**config.mk**
```make
export PLATFORM = sky130hd
export DESIGN_NAME = ccs_sequencer
export DESIGN_NICKNAME = d
export VERILOG_FILES = /design/src/design/ccs_pkg.sv /design/src/design/ccs_sequencer.sv /design/src/design/ccs_timer.sv
export SDC_FILE = /design/constraint.sdc
export NUM_CORES = 1
export LEC_CHECK = 0
export BUFFER_PORTS_ARGS = -buffer_cell sky130_fd_sc_hd__clkbuf_2
export CAP_MARGIN = 0
export CORE_ASPECT_RATIO = 2
export CORE_MARGIN = 10
export CORE_UTILIZATION = 55
export CTS_CLUSTER_DIAMETER = 60
export DETAILED_ROUTE_END_ITERATION = 6
export PLACE_DENSITY = 0.71
export SLEW_MARGIN = 10
export SYNTH_ARGS = -nofsm -noshare
export SYNTH_HDL_FRONTEND = slang
export SYNTH_HIERARCHICAL = 1
export SYNTH_SLANG_ARGS = --single-unit
```
**constraint.sdc**
```tcl
create_clock -name mclk_i -period 5.68 [get_ports mclk_i]
set_input_delay 0.284 -clock mclk_i [delete_from_list [all_inputs] [get_ports mclk_i]]
set_output_delay 0.284 -clock mclk_i [all_outputs]
set_load 0.1 [all_outputs]
```
**src/design/ccs_pkg.sv**
```systemverilog
// How it works
// - Above weak threshold: constant current, code 010
// - Termination voltage reached: switch to constant voltage
// - Fast charge timeout before termination: fault
// - Timeout after termination: stop, no fault
// - Watchdog starts on first kick or weak
// - Watchdog expiry while charging starts safety timer
// - Safety timer start restores default current cap
// - Safety timer expiry stops charging, updates state
// - Current below end for qualify time: done
// - Current rising above end restarts qualify timer
// - Recharge threshold after done restarts constant voltage
// - Recharge disable still flags recharge needed
// - Chip disable by pin or bit stops charging, timers, lamp and grant; the regulator follows the pin only
// - Charging off keeps regulator, voltage selectable
// - Host charging bit write overrides enable pin
// - Hold-off blocks start above threshold
// - Hold-off disabled after reset, bit enables
// - Mode 00: grant when chip enabled, system up
// - Mode 01: grant follows battery node, charging
// - Mode 10: no supply, monitor on, below weak
// - Mode 11: chip enabled when charging disabled, else charging and above weak
// - Lamp: off, on, 167/833 ms, 1/1 s
// - Fault code 110, cleared by write or power cycle
package ccs_pkg;
   // Charge state field codes
   localparam logic [2:0] CCS_ST_OFF   = 3'h0;
   localparam logic [2:0] CCS_ST_CC    = 3'h2;
   localparam logic [2:0] CCS_ST_CV    = 3'h3;
   localparam logic [2:0] CCS_ST_DONE  = 3'h4;
   localparam logic [2:0] CCS_ST_FAULT = 3'h6;
   // System power grant modes
   localparam logic [1:0] CCS_SG_LDO   = 2'h0;
   localparam logic [1:0] CCS_SG_BAT   = 2'h1;
   localparam logic [1:0] CCS_SG_MON   = 2'h2;
   localparam logic [1:0] CCS_SG_MIX   = 2'h3;
   // Lamp patterns
   localparam logic [1:0] CCS_LP_OFF   = 2'h0;
   localparam logic [1:0] CCS_LP_ON    = 2'h1;
   localparam logic [1:0] CCS_LP_SHORT = 2'h2;
   localparam logic [1:0] CCS_LP_SLOW  = 2'h3;
   // Reset value of the input current cap (default setting)
   localparam logic [3:0] CCS_CAP_DEFAULT = 4'h0;
   // Clock and slow tick
   localparam int CCS_CLK_HZ      = 100_000_000;
   localparam int CCS_TICK_US     = 1000;
   localparam int CCS_TICK_CYC    = CCS_CLK_HZ / 1_000_000 * CCS_TICK_US;
   // Lamp timing in ms, as counts of 1 ms ticks
   localparam int CCS_BLINK_ON_MS  = 167;
   localparam int CCS_BLINK_OFF_MS = 833;
   localparam int CCS_SLOW_ON_MS   = 1000;
   localparam int CCS_SLOW_OFF_MS  = 1000;
   // Timer durations in ms (plain defaults)
   localparam int CCS_FAST_MS  = 600_000;
   localparam int CCS_WDOG_MS  = 32_000;
   localparam int CCS_SAFE_MS  = 2_400_000;
   localparam int CCS_END_MS   = 30_000;

   // Charge sequencer states
   typedef enum logic [2:0] {
      CCS_IDLE  = 3'b000,
      CCS_CC    = 3'b001,
      CCS_CV    = 3'b010,
      CCS_DONE  = 3'b011,
      CCS_STOP  = 3'b100,
      CCS_FAULT = 3'b101
   } ccs_state_e;

   // Comparator inputs from the analog side
   typedef struct packed {
      logic above_dead;
      logic above_weak;
      logic at_term;
      logic below_end;
      logic below_rch;
      logic above_holdoff;
      logic supply_ok;
      logic sys_ok;
   } ccs_cmp_s;

   // Host configuration
   typedef struct packed {
      logic       chip_en;
      logic       charging_allowed;
      logic       charging_allowed_wr;
      logic       high_battery_holdoff_en;
      logic       recharge_en;
      logic       battery_monitor_on;
      logic       watchdog_kick;
      logic       fault_clear;
      logic       cap_wr;
      logic [3:0] cap_value;
      logic       sysv_sel;
      logic [1:0] grant_mode;
      logic [1:0] lamp_mode;
   } ccs_cfg_s;
endpackage

```
**src/design/ccs_sequencer.sv**
```systemverilog
// Charge cycle sequencer top
module ccs_sequencer import ccs_pkg::*; #(
   parameter int FAST_MS = CCS_FAST_MS,
   parameter int WDOG_MS = CCS_WDOG_MS,
   parameter int SAFE_MS = CCS_SAFE_MS,
   parameter int END_MS  = CCS_END_MS,
   parameter int TICK_CYC = CCS_TICK_CYC
) (
   // Clock and reset
   input  wire logic       mclk_i,
   input  wire logic       srst_i,
   // Analog comparators and pins (asynchronous)
   input  wire ccs_cmp_s   cmp_i,
   input  wire logic       option_pin_two_i,
   input  wire logic       option_pin_three_i,
   // Host configuration (same clock)
   input  wire ccs_cfg_s   cfg_i,
   // Charger controls
   output logic            charge_on_o,
   output logic            cv_mode_o,
   output logic            regulator_on_o,
   output logic            sysv_sel_o,
   output logic [3:0]      input_current_cap_o,
   output logic            iso_switch_off_o,
   // Status
   output logic [2:0]      charge_state_o,
   output logic            charge_done_flag_o,
   output logic            recharge_needed_o,
   output logic            holdoff_en_o,
   // Open-drain outputs
   output logic            system_power_grant_o,
   output logic            system_power_grant_oe_o,
   output logic            indicator_lamp_out_o,
   output logic            indicator_lamp_out_oe_o
);
   // Whole module state
   typedef struct packed {
      ccs_cmp_s   cmp_m;       // First synchroniser stage
      ccs_cmp_s   cmp;         // Synchronised comparators
      logic [1:0] pin2_m;      // Option pins, first stage
      logic [1:0] pins;        // Option pins, synchronised
      ccs_state_e st;
      logic [2:0] code;
      logic       host_en_set; // Host has written the charging bit
      logic       host_en;
      logic       holdoff;
      logic       wd_run;
      logic       term_seen;
      logic       safe_run;
      logic       cap_host;    // Host programmed the cap
      logic [3:0] cap;
      logic       done;
      logic       rch_need;
      logic [31:0] div;
      logic       tick;
      logic [10:0] lamp_ms;
      logic       grant;
      logic       lamp;
      logic       iso_off;
      // Registered copies of decoded outputs
      logic       chg;
      logic       cv;
      logic       reg_on;
      logic       sysv;
   } ccs_top_s;

   ccs_top_s r;       // Registered state
   ccs_top_s next_r;  // Next state

   // Timer expiry pulses
   logic fast_exp;
   logic wd_exp;
   logic safe_exp;
   logic end_exp;
   // Timer run enables
   logic fast_run;
   logic end_run;
   logic charging;
   logic en_eff;
   logic chip_on;

   // Timer limits as tick counts; one tick is 1 ms
   localparam logic [31:0] FAST_T = 32'(FAST_MS);
   localparam logic [31:0] WDOG_T = 32'(WDOG_MS);
   localparam logic [31:0] SAFE_T = 32'(SAFE_MS);
   localparam logic [31:0] END_T  = 32'(END_MS);

   // Derived enables
   always_comb begin
      charging = (r.st == CCS_CC) || (r.st == CCS_CV);
      // Host write overrides pin level
      en_eff   = r.host_en_set ? r.host_en : r.pins[1];
      // Pin or bit disable
      chip_on  = cfg_i.chip_en && !r.pins[0];
      fast_run = charging && chip_on;
      end_run  = (r.st == CCS_CV) && r.cmp.below_end && chip_on;
   end

   // Fast charge timer
   ccs_timer #(.W(32)) u_fast (
      .mclk_i    (mclk_i),
      .srst_i    (srst_i),
      .tick_i    (r.tick),
      .run_i     (fast_run),
      .clr_i     (1'b0),
      .limit_i   (FAST_T),
      .expired_o (fast_exp)
   );

   // Watchdog; each kick restarts it
   ccs_timer #(.W(32)) u_wdog (
      .mclk_i    (mclk_i),
      .srst_i    (srst_i),
      .tick_i    (r.tick),
      .run_i     (r.wd_run && chip_on),
      .clr_i     (cfg_i.watchdog_kick),
      .limit_i   (WDOG_T),
      .expired_o (wd_exp)
   );

   // Safety timer
   ccs_timer #(.W(32)) u_safe (
      .mclk_i    (mclk_i),
      .srst_i    (srst_i),
      .tick_i    (r.tick),
      .run_i     (r.safe_run && chip_on),
      .clr_i     (1'b0),
      .limit_i   (SAFE_T),
      .expired_o (safe_exp)
   );

   // End qualification; leaving below_end clears it
   ccs_timer #(.W(32)) u_end (
      .mclk_i    (mclk_i),
      .srst_i    (srst_i),
      .tick_i    (r.tick),
      .run_i     (end_run),
      .clr_i     (1'b0),
      .limit_i   (END_T),
      .expired_o (end_exp)
   );

   // Next state
   always_comb begin
      next_r = r;
      // Two flop synchronisers on asynchronous inputs
      next_r.cmp_m  = cmp_i;
      next_r.cmp    = r.cmp_m;
      next_r.pin2_m = {option_pin_three_i, option_pin_two_i};
      next_r.pins   = r.pin2_m;

      // Common slow tick
      if (r.div >= 32'(TICK_CYC - 1)) begin
         next_r.div  = '0;
         next_r.tick = 1'b1;
      end else begin
         next_r.div  = r.div + 32'h0000_0001;
         next_r.tick = 1'b0;
      end

      // Host configuration bits
      if (cfg_i.charging_allowed_wr) begin
         next_r.host_en_set = 1'b1;
         next_r.host_en     = cfg_i.charging_allowed;
      end
      // Hold-off bit, clear after reset
      next_r.holdoff = cfg_i.high_battery_holdoff_en;
      if (cfg_i.cap_wr) begin
         next_r.cap      = cfg_i.cap_value;
         next_r.cap_host = 1'b1;
      end

      // Watchdog start on first kick or weak
      if (cfg_i.watchdog_kick || r.cmp.above_weak) begin
         next_r.wd_run = 1'b1;
      end
      // Expiry while charging starts safety timer
      if (wd_exp && charging && !r.safe_run) begin
         next_r.safe_run = 1'b1;
         if (r.cap_host) begin
            next_r.cap = CCS_CAP_DEFAULT;
         end
      end

      // Recharge needed flag
      if (r.st == CCS_DONE && r.cmp.below_rch) begin
         next_r.rch_need = !cfg_i.recharge_en;
      end else if (r.st != CCS_DONE) begin
         next_r.rch_need = 1'b0;
      end

      // Charge sequence
      case (r.st)
         CCS_IDLE: begin
            next_r.code = CCS_ST_OFF;
            // Hold-off blocks start above threshold
            if (en_eff && r.cmp.above_dead && r.cmp.above_weak
                && !(r.holdoff && r.cmp.above_holdoff)) begin
               next_r.st        = CCS_CC;
               next_r.term_seen = 1'b0;
               next_r.done      = 1'b0;
            end
         end
         CCS_CC: begin
            next_r.code = CCS_ST_CC;
            if (r.cmp.at_term) begin
               next_r.st        = CCS_CV;
               next_r.term_seen = 1'b1;
            end else if (fast_exp) begin
               next_r.st = CCS_FAULT;
            end
         end
         CCS_CV: begin
            next_r.code = CCS_ST_CV;
            if (end_exp) begin
               next_r.st   = CCS_DONE;
               next_r.done = 1'b1;
            end else if (fast_exp) begin
               next_r.st = CCS_DONE;
            end
         end
         CCS_DONE: begin
            next_r.code = CCS_ST_DONE;
            // Recharge enters constant voltage
            if (r.cmp.below_rch && cfg_i.recharge_en && en_eff) begin
               next_r.st   = CCS_CV;
               next_r.done = 1'b0;
            end
         end
         CCS_STOP: begin
            next_r.code = CCS_ST_OFF;
            if (!en_eff) begin
               next_r.st = CCS_IDLE;
            end
         end
         CCS_FAULT: begin
            next_r.code = CCS_ST_FAULT;
            if (cfg_i.fault_clear || !r.cmp.supply_ok) begin
               next_r.st = CCS_IDLE;
            end
         end
         default: begin
            next_r.st = CCS_IDLE;
         end
      endcase

      // Safety expiry stops charging
      if (safe_exp && charging) begin
         next_r.st       = CCS_STOP;
         next_r.code     = CCS_ST_OFF;
         next_r.safe_run = 1'b0;
      end
      // Charging bit cleared stops charging only
      if (!en_eff && charging) begin
         next_r.st = CCS_IDLE;
      end
      // Chip disable stops charging and timers; the regulator follows the pin only
      if (!chip_on) begin
         next_r.st       = CCS_IDLE;
         next_r.code     = CCS_ST_OFF;
         next_r.wd_run   = 1'b0;
         next_r.safe_run = 1'b0;
      end

      // System power grant modes
      next_r.iso_off = 1'b0;
      case (cfg_i.grant_mode)
         CCS_SG_LDO: next_r.grant = chip_on && r.cmp.sys_ok;
         CCS_SG_BAT: next_r.grant = charging && r.cmp.above_weak;
         CCS_SG_MON: begin
            next_r.grant   = !r.cmp.supply_ok && cfg_i.battery_monitor_on
                             && !r.cmp.above_weak;
            next_r.iso_off = next_r.grant;
         end
         CCS_SG_MIX: begin
            next_r.grant = en_eff ? (charging && r.cmp.above_weak) : chip_on;
         end
         default: next_r.grant = 1'b0;
      endcase

      // Lamp patterns on the millisecond tick
      if (r.tick) begin
         if (r.lamp_ms >= 11'(CCS_SLOW_ON_MS + CCS_SLOW_OFF_MS - 1)) begin
            next_r.lamp_ms = '0;
         end else begin
            next_r.lamp_ms = r.lamp_ms + 11'h001;
         end
      end
      case (cfg_i.lamp_mode)
         CCS_LP_OFF:   next_r.lamp = 1'b0;
         CCS_LP_ON:    next_r.lamp = 1'b1;
         CCS_LP_SHORT: begin
            next_r.lamp = (r.lamp_ms % 11'(CCS_BLINK_ON_MS + CCS_BLINK_OFF_MS))
                          < 11'(CCS_BLINK_ON_MS);
         end
         CCS_LP_SLOW:  next_r.lamp = r.lamp_ms < 11'(CCS_SLOW_ON_MS);
         default:      next_r.lamp = 1'b0;
      endcase
      if (!chip_on) begin
         next_r.lamp  = 1'b0;
         next_r.grant = 1'b0;
      end

      // Copies taken from the final next state, so pins come from flops
      next_r.chg    = (next_r.st == CCS_CC) || (next_r.st == CCS_CV);
      next_r.cv     = next_r.st == CCS_CV;
      // Regulator stays up while only charging is off
      next_r.reg_on = !next_r.pins[0] && next_r.cmp.supply_ok;
      // Regulator output voltage choice
      next_r.sysv   = cfg_i.sysv_sel;
   end

   // State register
   always_ff @(posedge mclk_i) begin
      if (srst_i) begin
         // Idle and default cap spelled out, though both are zero codes
         r      <= '0;
         r.st   <= CCS_IDLE;
         r.cap  <= CCS_CAP_DEFAULT;
      end else begin
         r <= next_r;
      end
   end

   // Outputs, all from flip-flops
   assign charge_on_o             = r.chg;
   assign cv_mode_o               = r.cv;
   assign regulator_on_o          = r.reg_on;
   assign sysv_sel_o              = r.sysv;
   assign input_current_cap_o     = r.cap;
   assign iso_switch_off_o        = r.iso_off;
   assign charge_state_o          = r.code;
   assign charge_done_flag_o      = r.done;
   assign recharge_needed_o       = r.rch_need;
   assign holdoff_en_o            = r.holdoff;
   // Open-drain data stays low; the enables carry the level
   assign system_power_grant_o    = 1'b0;
   assign system_power_grant_oe_o = r.grant;
   assign indicator_lamp_out_o    = 1'b0;
   assign indicator_lamp_out_oe_o = r.lamp;
endmodule

```
**src/design/ccs_timer.sv**
```systemverilog
// Tick-driven timer: counts slow ticks while running, pulses on limit
module ccs_timer import ccs_pkg::*; #(
   parameter int W = 32
) (
   // Clock and reset
   input  wire logic         mclk_i,
   input  wire logic         srst_i,
   // Control
   input  wire logic         tick_i,
   input  wire logic         run_i,
   input  wire logic         clr_i,
   input  wire logic [W-1:0] limit_i,
   // Result
   output logic              expired_o
);
   // Count and expiry, held as one state word
   typedef struct packed {
      logic [W-1:0] cnt;
      logic         exp;
   } ccs_tmr_s;

   ccs_tmr_s r;        // Registered state
   ccs_tmr_s next_r;   // Next state

   // Count only on ticks; clear wins over counting
   always_comb begin
      next_r = r;
      next_r.exp = 1'b0;
      if (clr_i || !run_i) begin
         next_r.cnt = '0;
      end else if (tick_i) begin
         if (r.cnt + 1'b1 >= limit_i) begin
            next_r.cnt = '0;
            next_r.exp = 1'b1;
         end else begin
            next_r.cnt = r.cnt + 1'b1;
         end
      end
   end

   // State register
   always_ff @(posedge mclk_i) begin
      if (srst_i) begin
         r <= '0;
      end else begin
         r <= next_r;
      end
   end

   assign expired_o = r.exp;
endmodule

```
==> impl_metrics.yaml, run 1 <==
power:
  p_per_area_nw_per_um2: 187
  vdd_ir_drop_max_mv: 0.285
  totalPowerFinal_mw: 3.27
  cellLeakagePower_nw: 7.08
floorplan:
  ioPinCount: 49
  initial_utilization_pct: 55.5
  core_area_sq_um: 28200
  die_x_microns: 139
  die_h_microns: 259
  die_area_sq_um: 36000
  rows: 87
yosys:
  muxShareOfSynthArea_pct: 0.512
  synth_fa_ha_area_share_pct: 10.9
  synth-xor-area-share_pct: 7.11
  synth-seq-area-share_pct: 28.3
  synth_warnings: 6
  synth_cell_types: 72
  synth_compound_area_share_pct: 15.9
  ys_ff_latch: 221
  avgSynthCellArea_sq_um: 8.07
  postSynthCellCount: 1938
  synthFlopType: "dfxtp_1"
  yosys.area_share.simple_pct: 30.1
  synth_edf_count: 0
  synth_top_family_by_area: "simple AND/OR/NAND/NOR gates"
  async_flop_share_pct: 0
  netlist_area_sq_um: 15600
timing:
  timing.final.crit_period_ps: 4830
  slew_headroom_pct: 20.5
  setup_viol: 0
  fmax_mhz: 207
  fin_crit_sh_pct: 84.9
  whs_ps: 19.7
  fin_ws_ps: 855
  drv_slew: 0
  rsz0062_at_grt: "no"
  fin_tns_setup_ps: 0
  finalHoldViolations: 0
  worstMarginPinSlew_ps: 1180
  clock_skew_ps: 17.0
grt:
  track_usage_pct: 20.4
  grt_pass1_vias: 14000
  antenna_found_initial: 0
  grt_pass1_wl_mm: 63.5
  overflow: 0
  grt_max_degree: 91
placed_design:
  post-place-ws_ps: 912
  port_buffers: 46
  dpl.cell_count: 2399
  dpl.hpwl_mm: 28.8
  gp_congestion: 0.872
  post_dp_cell_area_sq_um: 16500
status:
  status: "finished, final reports clean"
worst_setup_path:
  end_kind: "register"
  required_ps: 6140
  path_max_fanout: 15
  criticalPathCategory: "reg -> reg"
  arrival_ps: 5280
  start_kind: "register"
clocking:
  insertion_delay_ps: 530
  clock-sinks: 221
  root_buffer: "clkbuf_16"
  cts_buffers: 22
  postCtsSetupBuffers: 0
  clk_path_buf_depth: 3
  cts.reportedPaths.clkPinSlew_ps: 70
  ctsHtreeMaxLevel: 1
  cts_tree: "built"
run:
  drv_cap: 0
final_layout:
  drive_gt1_share_pct: 6.76
  stdcell_count: 2457
  postLayoutCellArea_sq_um: 17500
  final_nets: 2252
  areaGrowthSynthToFinish_pct: 11.5
  final_common_cell: "dfxtp_1"
  final_cell_mix: "220 x dfxtp_1, 171 x inv_1, 151 x conb_1"
  diodes: 0
  fin_util_pct: 61.9
drt:
  post_drt_wl_per_cell_microns: 15.6
  drc: 0
  drt-pass1-iter-count: 5
  ant_nets: 0
  routed_wl_mm: 38.4
  vias_per_cell: 5.74
  drt-initial-drc-count: 695
  vias: 14100
hold_path:
  min_path_type: "in -> reg"
sequential cells by signal (all words and copies together) (netlist names), 3 cells and up:
register	cells
u_fast/r	32
u_end/r	32
charge_state_o	3
u_wdog/r	32
input_current_cap_o	4
r	62
next_r	10
u_safe/r	32
per-layer routing:
layer	up-vias	share of wire (%)	track usage (%)
met3	94	2.5	1.89
met5	-	0	0
met2	220	57	42.3
met1	6694	36	18.7
li1	7089	-	-
met4	0	4.0	10.0
cell usage after synthesis (20+ instances only):
cell	count	area, sq um
a211o_1	24	210
nand3_1	69	345
nor2b_1	69	432
nand3b_1	29	218
o21ai_0	43	215
dfxtp_1	221	4420
xnor2_1	84	736
nand4_1	107	669
o21a_1	37	278
ha_1	135	1690
a211oi_1	33	248
nor2_1	107	402
xor2_1	43	377
and4_1	29	254
a21oi_1	83	415
nand2b_1	78	488
nand2_1	122	458
nor3_1	35	175
inv_1	171	642
or3_1	20	125
and3_1	38	238
clkbuf_1	64	240
worst paths after layout:
check | from | endpoint | cells past startpoint | slack [ps]
worst max-delay path | u_end/r[13]$_SDFFE_PP0P_ | u_end/r[26]$_SDFFE_PP0P_ | 12 | 850
worst max register to register | u_end/r[13]$_SDFFE_PP0P_ | u_end/r[26]$_SDFFE_PP0P_ | 12 | 850
worst min-delay path | cmp_i[5] | next_r[79]$_SDFF_PP0_ | 2 | 20
worst min register to register | next_r[70]$_SDFF_PP0_ | regulator_on_o$_SDFF_PP0_ | 1 | 430
cell type report:
class	instances	area, sq um
Clock inverter	10	115
Fill cell	2548	10700
Tap cell	356	445
Inverter	171	642
Sequential cell	221	4430
Multi-Input combinational cell	1588	10700
Timing Repair Buffer	83	558
Clock buffer	28	593
where the power goes:
group	internal, mW	switching [mW]
sequential	1.57	0.0179
combinational	0.0761	0.131
clock	0.833	0.641
worst max-delay path, cell delays in order (launching register included):
cell,delay (ps)
dfxtp_1,450
nand4_1,210
or4_1,660
or4_1,620
or3_1,420
nand2_1,80
ha_1,230
and2_1,180
a221o_1,320
a221oi_1,350
o21ai_1,460
or4_1,630
a31oi_1,160
kinds of logic (layout without fill, tap and decap cells):
logic type	Yosys count	after routing
other cells	2	151
flops	221	221
mux	8	8
buf+inv	278	292
xor+xnor	127	127
simple gates	815	815
compound gates	351	351
fa+ha+maj	136	136
timing repair:
action,CTS,global route
hold buffers,20,0
resized for setup,0,0
endpoints found under the hold margin,20,0
Power figures use the tool's default switching activity.
==> run 2: changes to the inputs <==
PLACE_DENSITY = 0.74   (was 0.71)
clock period = 4.37 ns   (was 5.68 ns; I/O delays follow)
==> run 2 against run 1 <==
Effect of this change:
- final cell count grew 1.8%
- clock power grew 35%
- sequential power grew 30%
- sequential cell count is the same
- core utilization grew 1.5 points
- sequential share of layout area shrank 0.59 points
- via count grew 0.92%
==> impl_metrics.yaml, run 2 (same netlist as run 1, synthesis figures left out) <==
timing:
  slew_headroom_pct: 31.9
  timing.final.crit_period_ps: 4200
  worstMarginPinSlew_ps: 1020
  rsz0062_at_grt: "no"
  fin_crit_sh_pct: 96.0
  fin_tns_setup_ps: 0
  clock_skew_ps: 11.8
  fmax_mhz: 238
  drv_slew: 0
  setup_viol: 0
  finalHoldViolations: 0
placed_design:
  port_buffers: 46
  dpl.hpwl_mm: 29.3
  gp_congestion: 0.866
drt:
  drc: 0
  ant_nets: 0
  vias_per_cell: 5.69
  post_drt_wl_per_cell_microns: 15.7
  drt-initial-drc-count: 706
  routed_wl_mm: 39.2
  vias: 14200
  drt-pass1-iter-count: 5
grt:
  overflow: 0
  grt_pass1_wl_mm: 64.4
  grt_pass1_vias: 14200
  grt_max_degree: 71
  track_usage_pct: 20.8
  antenna_found_initial: 2
clocking:
  root_buffer: "clkbuf_16"
  postCtsSetupBuffers: 0
  insertion_delay_ps: 530
  cts.reportedPaths.clkPinSlew_ps: 70
  clk_path_buf_depth: 3
  cts_buffers: 21
  ctsHtreeMaxLevel: 1
  cts_tree: "built"
  clock-sinks: 221
worst_setup_path:
  required_ps: 4810
  end_kind: "register"
  cpLargestDelayFamily: "simple AND/OR/NAND/NOR gates"
  slowest_delay_ps: 600
  arrival_ps: 4640
  path_max_fanout: 6
  cp_slowest_cell: "or4_4"
  criticalPathCategory: "reg -> reg"
  cp_cell_sequence: "nand4_1, or4_4, or4_1, or3_1, nand2_1, ha_1, and2_1, a221o_1, a221oi_1, o21ai_1, or4_1, a31oi_1"
  critical_path_buf_inv_count: 0
  cpMostUsedCell: "or4_1"
  start_kind: "register"
final_layout:
  final_nets: 2292
  areaGrowthSynthToFinish_pct: 14.3
  largest_reg_flops: 62
  top_register: "r"
  final_common_cell: "dfxtp_1"
  fin_util_pct: 63.4
  final_cell_mix: "217 x dfxtp_1, 171 x inv_1, 151 x conb_1"
  drive_gt1_share_pct: 8.96
floorplan:
  core_area_sq_um: 28200
  die_x_microns: 139
  die_area_sq_um: 36000
  die_h_microns: 259
  initial_utilization_pct: 55.5
  ioPinCount: 49
  rows: 87
power:
  vdd_ir_drop_max_mv: 0.317
  p_per_area_nw_per_um2: 242
  cellLeakagePower_nw: 7.31
run:
  drv_cap: 0
hold_path:
  min_path_type: "in -> reg"
status:
  status: "finished, final reports clean"
-- run 2: cell count changes in the layout (fill, tap and decap cells not counted), sizes merged --
cell,delta
dlygate4sd3,+4
clkbuf,-3
buf,+37
diode,+2
inv,+1
clkinv,-4
clkinvlp,+5
bufinv,+1
-- run 2: power by group --
part | internal, mW | switching (mW) | leakage [nW]
clock | 1.15 | 0.835 | 0.356
sequential | 2.04 | 0.0231 | 1.79
combinational | 0.104 | 0.174 | 5.16
-- run 2: area by class of cell --
cell class | count | area [sq um]
multi-input cells | 1588 | 10700
clock inverters | 13 | 156
diodes | 2 | 5.00
repair buffers | 124 | 913
well taps | 356 | 445
inverters | 171 | 642
flip-flops and latches | 221 | 4430
clock buffers | 25 | 592
fillers | 2508 | 10300
-- run 2: repair_timing --
action / 4_1_cts / 5_1_grt
resized for setup: 0 / 11
setup endpoints to repair: 0 / 73
hold endpoints to repair: 22 / 0
hold buffers: 24 / 0
-- run 2: per-stage QoR --
stage	std cells	cell area, sq um	hold slack (ps)	worst slack [ps]	power (mW)
4_1_cts	2498	17800	3.27	21.0	4.36
2_1_floorplan	2087	16200	317	309	2.30
3_5_place_dp	2436	16900	424	99.6	2.36
5_1_grt	2500	17900	30.5	3.79	4.47
3_3_place_gp	2436	16900	418	180	2.35
6_report	2500	17900	31.8	174	4.33
-- run 2: per-layer routing --
metal	share of wire [%]	GRT usage [%]
met5	0	0
met4	6.1	13.7
met3	2.7	1.87
met2	57	42.2
met1	35	18.7
-- run 2: worst paths after layout --
path | slack [ps] | from | cells past startpoint | to
max | 170 | u_fast/r[16]$_SDFFE_PP0P_ | 12 | u_fast/r[26]$_SDFFE_PP0P_
min | 30 | cfg_i[0] | 2 | indicator_lamp_out_oe_o$_SDFF_PP0_
max reg2reg | 170 | u_fast/r[16]$_SDFFE_PP0P_ | 12 | u_fast/r[26]$_SDFFE_PP0P_
min reg2reg | 440 | next_r[78]$_SDFF_PP0_ | 1 | r[78]$_SDFF_PP0_
==> run 3: changes to the inputs <==
--- a/config.mk
+++ b/config.mk
@@ -15,2 +15,3 @@
 export PLACE_DENSITY = 0.74
+export SETUP_SLACK_MARGIN = 0.1
 export SLEW_MARGIN = 10
==> constraint.sdc (replaced) <==
create_clock -name mclk_i -period 4.37 [get_ports mclk_i]
set_input_delay 0.874 -clock mclk_i [delete_from_list [all_inputs] [get_ports mclk_i]]
set_output_delay 0.874 -clock mclk_i [all_outputs]
set_load 0.1 [all_outputs]
==> run 3 against run 2 <==
Effect of this change:
- via count up 0.32%
- sequential power barely moved
- combinational power down 6%
- sequential cell count is the same
- critical endpoint is now u_end/r[26]$_SDFFE_PP0P_
- largest cell class unchanged
- largest power group is now clock
==> impl_metrics.yaml, run 3 (same netlist as run 1, synthesis figures left out) <==
status:
  status: "finished, final reports clean"
worst_setup_path:
  r2r_setup_slack_ps: 270
  start_kind: "register"
  reg2reg_to: "u_end/r[26]$_SDFFE_PP0P_"
  arrival_ps: 4550
  required_ps: 4820
  end_kind: "register"
  critical_path_buf_inv_count: 0
  slowest_delay_ps: 600
  reg2regPathDepth: 12
  cp_slowest_cell: "or4_1"
  criticalPathCategory: "reg -> reg"
  cpLargestDelayFamily: "simple AND/OR/NAND/NOR gates"
  cpMostUsedCell: "or4_1"
  path_depth: 12
  reg2reg_from: "u_end/r[14]$_SDFFE_PP0P_"
  path_max_fanout: 5
  cp_cell_sequence: "nand4_1, or4_1, or4_1, or3_1, nand2_1, ha_1, and2_1, a221o_1, a221oi_2, o21ai_2, or4_1, a31oi_1"
power:
  totalPowerFinal_mw: 4.40
  pwr-share-seq_pct: 46.9
  power.net_switching_mw: 1.06
  cellLeakagePower_nw: 7.27
  vdd_ir_drop_max_mv: 0.324
  p_int_mw: 3.34
  p_sw_share_pct: 24.1
  p_per_area_nw_per_um2: 248
  clock_power_share_pct: 47.2
  pwr-share-comb_pct: 5.9
run:
  drv_cap: 0
clocking:
  cts.reportedPaths.clkPinSlew_ps: 70
  insertion_delay_ps: 530
  clock-sinks: 221
  cts_buffers: 22
  cts_tree: "built"
  ctsHtreeMaxLevel: 1
  root_buffer: "clkbuf_16"
  clk_path_buf_depth: 3
  cts.hold.buffers_added: 0
timing:
  rsz0062_at_grt: "yes"
  finalHoldViolations: 0
  fin_tns_setup_ps: 0
  slew_headroom_pct: 49.3
  clock_skew_ps: 18.4
  worstMarginPinSlew_ps: 760
  setup_viol: 0
  timing.final.crit_period_ps: 4100
  drv_slew: 0
  fin_ws_ps: 269
  fin_crit_sh_pct: 93.8
  fmax_mhz: 244
final_layout:
  fin_util_pct: 63.0
  areaGrowthSynthToFinish_pct: 13.4
  final_cell_mix: "217 x dfxtp_1, 171 x inv_1, 151 x conb_1"
  final_common_cell: "dfxtp_1"
  num-fill-cells: 2510
  drive_gt1_share_pct: 9.68
  largest_reg_flops: 62
  diodes: 0
  final_nets: 2277
  top_register: "r"
  register_area_sq_um: 4430
  multi_input_area_sq_um: 10700
placed_design:
  post-place-ws_ps: 86.6
  port_buffers: 46
  gp_congestion: 0.875
  dpl.hpwl_mm: 29.5
drt:
  routed_wl_mm: 39.0
  vias: 14300
  vias_per_cell: 5.75
  drc: 0
  ant_nets: 0
  drt-pass1-iter-count: 6
  post_drt_wl_per_cell_microns: 15.7
  drt-initial-drc-count: 647
floorplan:
  die_h_microns: 259
  die_x_microns: 139
  rows: 87
  core_area_sq_um: 28200
  die_area_sq_um: 36000
  ioPinCount: 49
  initial_utilization_pct: 55.5
hold_path:
  min_delay_worst_endpoint: "regulator_on_o$_SDFF_PP0_"
  hold_depth: 1
  min-delay-start: "next_r[70]$_SDFF_PP0_"
  min_path_type: "reg -> reg"
grt:
  track_usage_pct: 20.8
  antenna_found_initial: 0
  grt_max_degree: 74
  overflow: 0
  grt_pass1_wl_mm: 64.8
  grt_pass1_vias: 14200
[run 3: power by group through the flow]
stage / clock [mW] / sequential, mW / combinational (mW)
after floorplan: 0 / 2.11 / 0.188
after global placement: 0 / 2.10 / 0.243
after detailed placement: 0 / 2.11 / 0.252
after CTS: 2.12 / 2.06 / 0.253
after global routing: 2.18 / 2.06 / 0.296
final: 2.08 / 2.06 / 0.259
[run 3: cell type report]
class                      count  share of cell area, %
inverter                     171                   3.62
multi-input combinational   1588                   60.4
timing repair buffer         108                   4.06
sequential                   221                   25.0
clock buffer                  26                   3.30
tap                          356                   2.51
clock inverter                14                   1.13
[run 3: how the worst max path moves through the flow]
stage	start	endpoint	slack [ps]
floorplan	u_end/r[13]$_SDFFE_PP0P_	u_end/r[26]$_SDFFE_PP0P_	310
global placement	u_end/r[13]$_SDFFE_PP0P_	u_end/r[20]$_SDFFE_PP0P_	130
detailed placement	u_end/r[13]$_SDFFE_PP0P_	u_end/r[21]$_SDFFE_PP0P_	90
CTS	u_end/r[13]$_SDFFE_PP0P_	u_end/r[26]$_SDFFE_PP0P_	120
global route	u_end/r[14]$_SDFFE_PP0P_	u_end/r[26]$_SDFFE_PP0P_	40
finish	u_end/r[14]$_SDFFE_PP0P_	u_end/r[26]$_SDFFE_PP0P_	270
[run 3: worst reg2reg max path: cells and delay by family, from the launching register on]
family / cells / cell delay, ps
AO/OA/AOI/OAI: 4 / 1010
AND/OR/NAND/NOR: 7 / 2370
flip-flops: 1 / 400
adder cells (fa/ha/maj): 1 / 230
[run 3: metrics by stage]
step           hold slack, ps  area [sq um]  std cells
2_1_floorplan             384         16200       2087
3_3_place_gp              417         16900       2442
3_5_place_dp              427         16900       2442
4_1_cts                   441         17700       2482
5_1_grt                   463         17800       2484
6_report                  438         17800       2484
[run 3: routing by layer]
metal  track usage (%)  wire length, microns  vias to the layer above
li1                  -                     -                     7139
met4              12.0                  2130                        0
met3              2.00                  1110                      109
met2              42.5                 22100                      272
met5                 0                     0                        -
met1              18.8                 13600                     6751
[run 3: timing repair]
item | in CTS | in global routing
buffers inserted | 0 | 2
pin swaps | 0 | 2
gates resized for setup | 2 | 16
setup endpoints to repair | 6 | 81
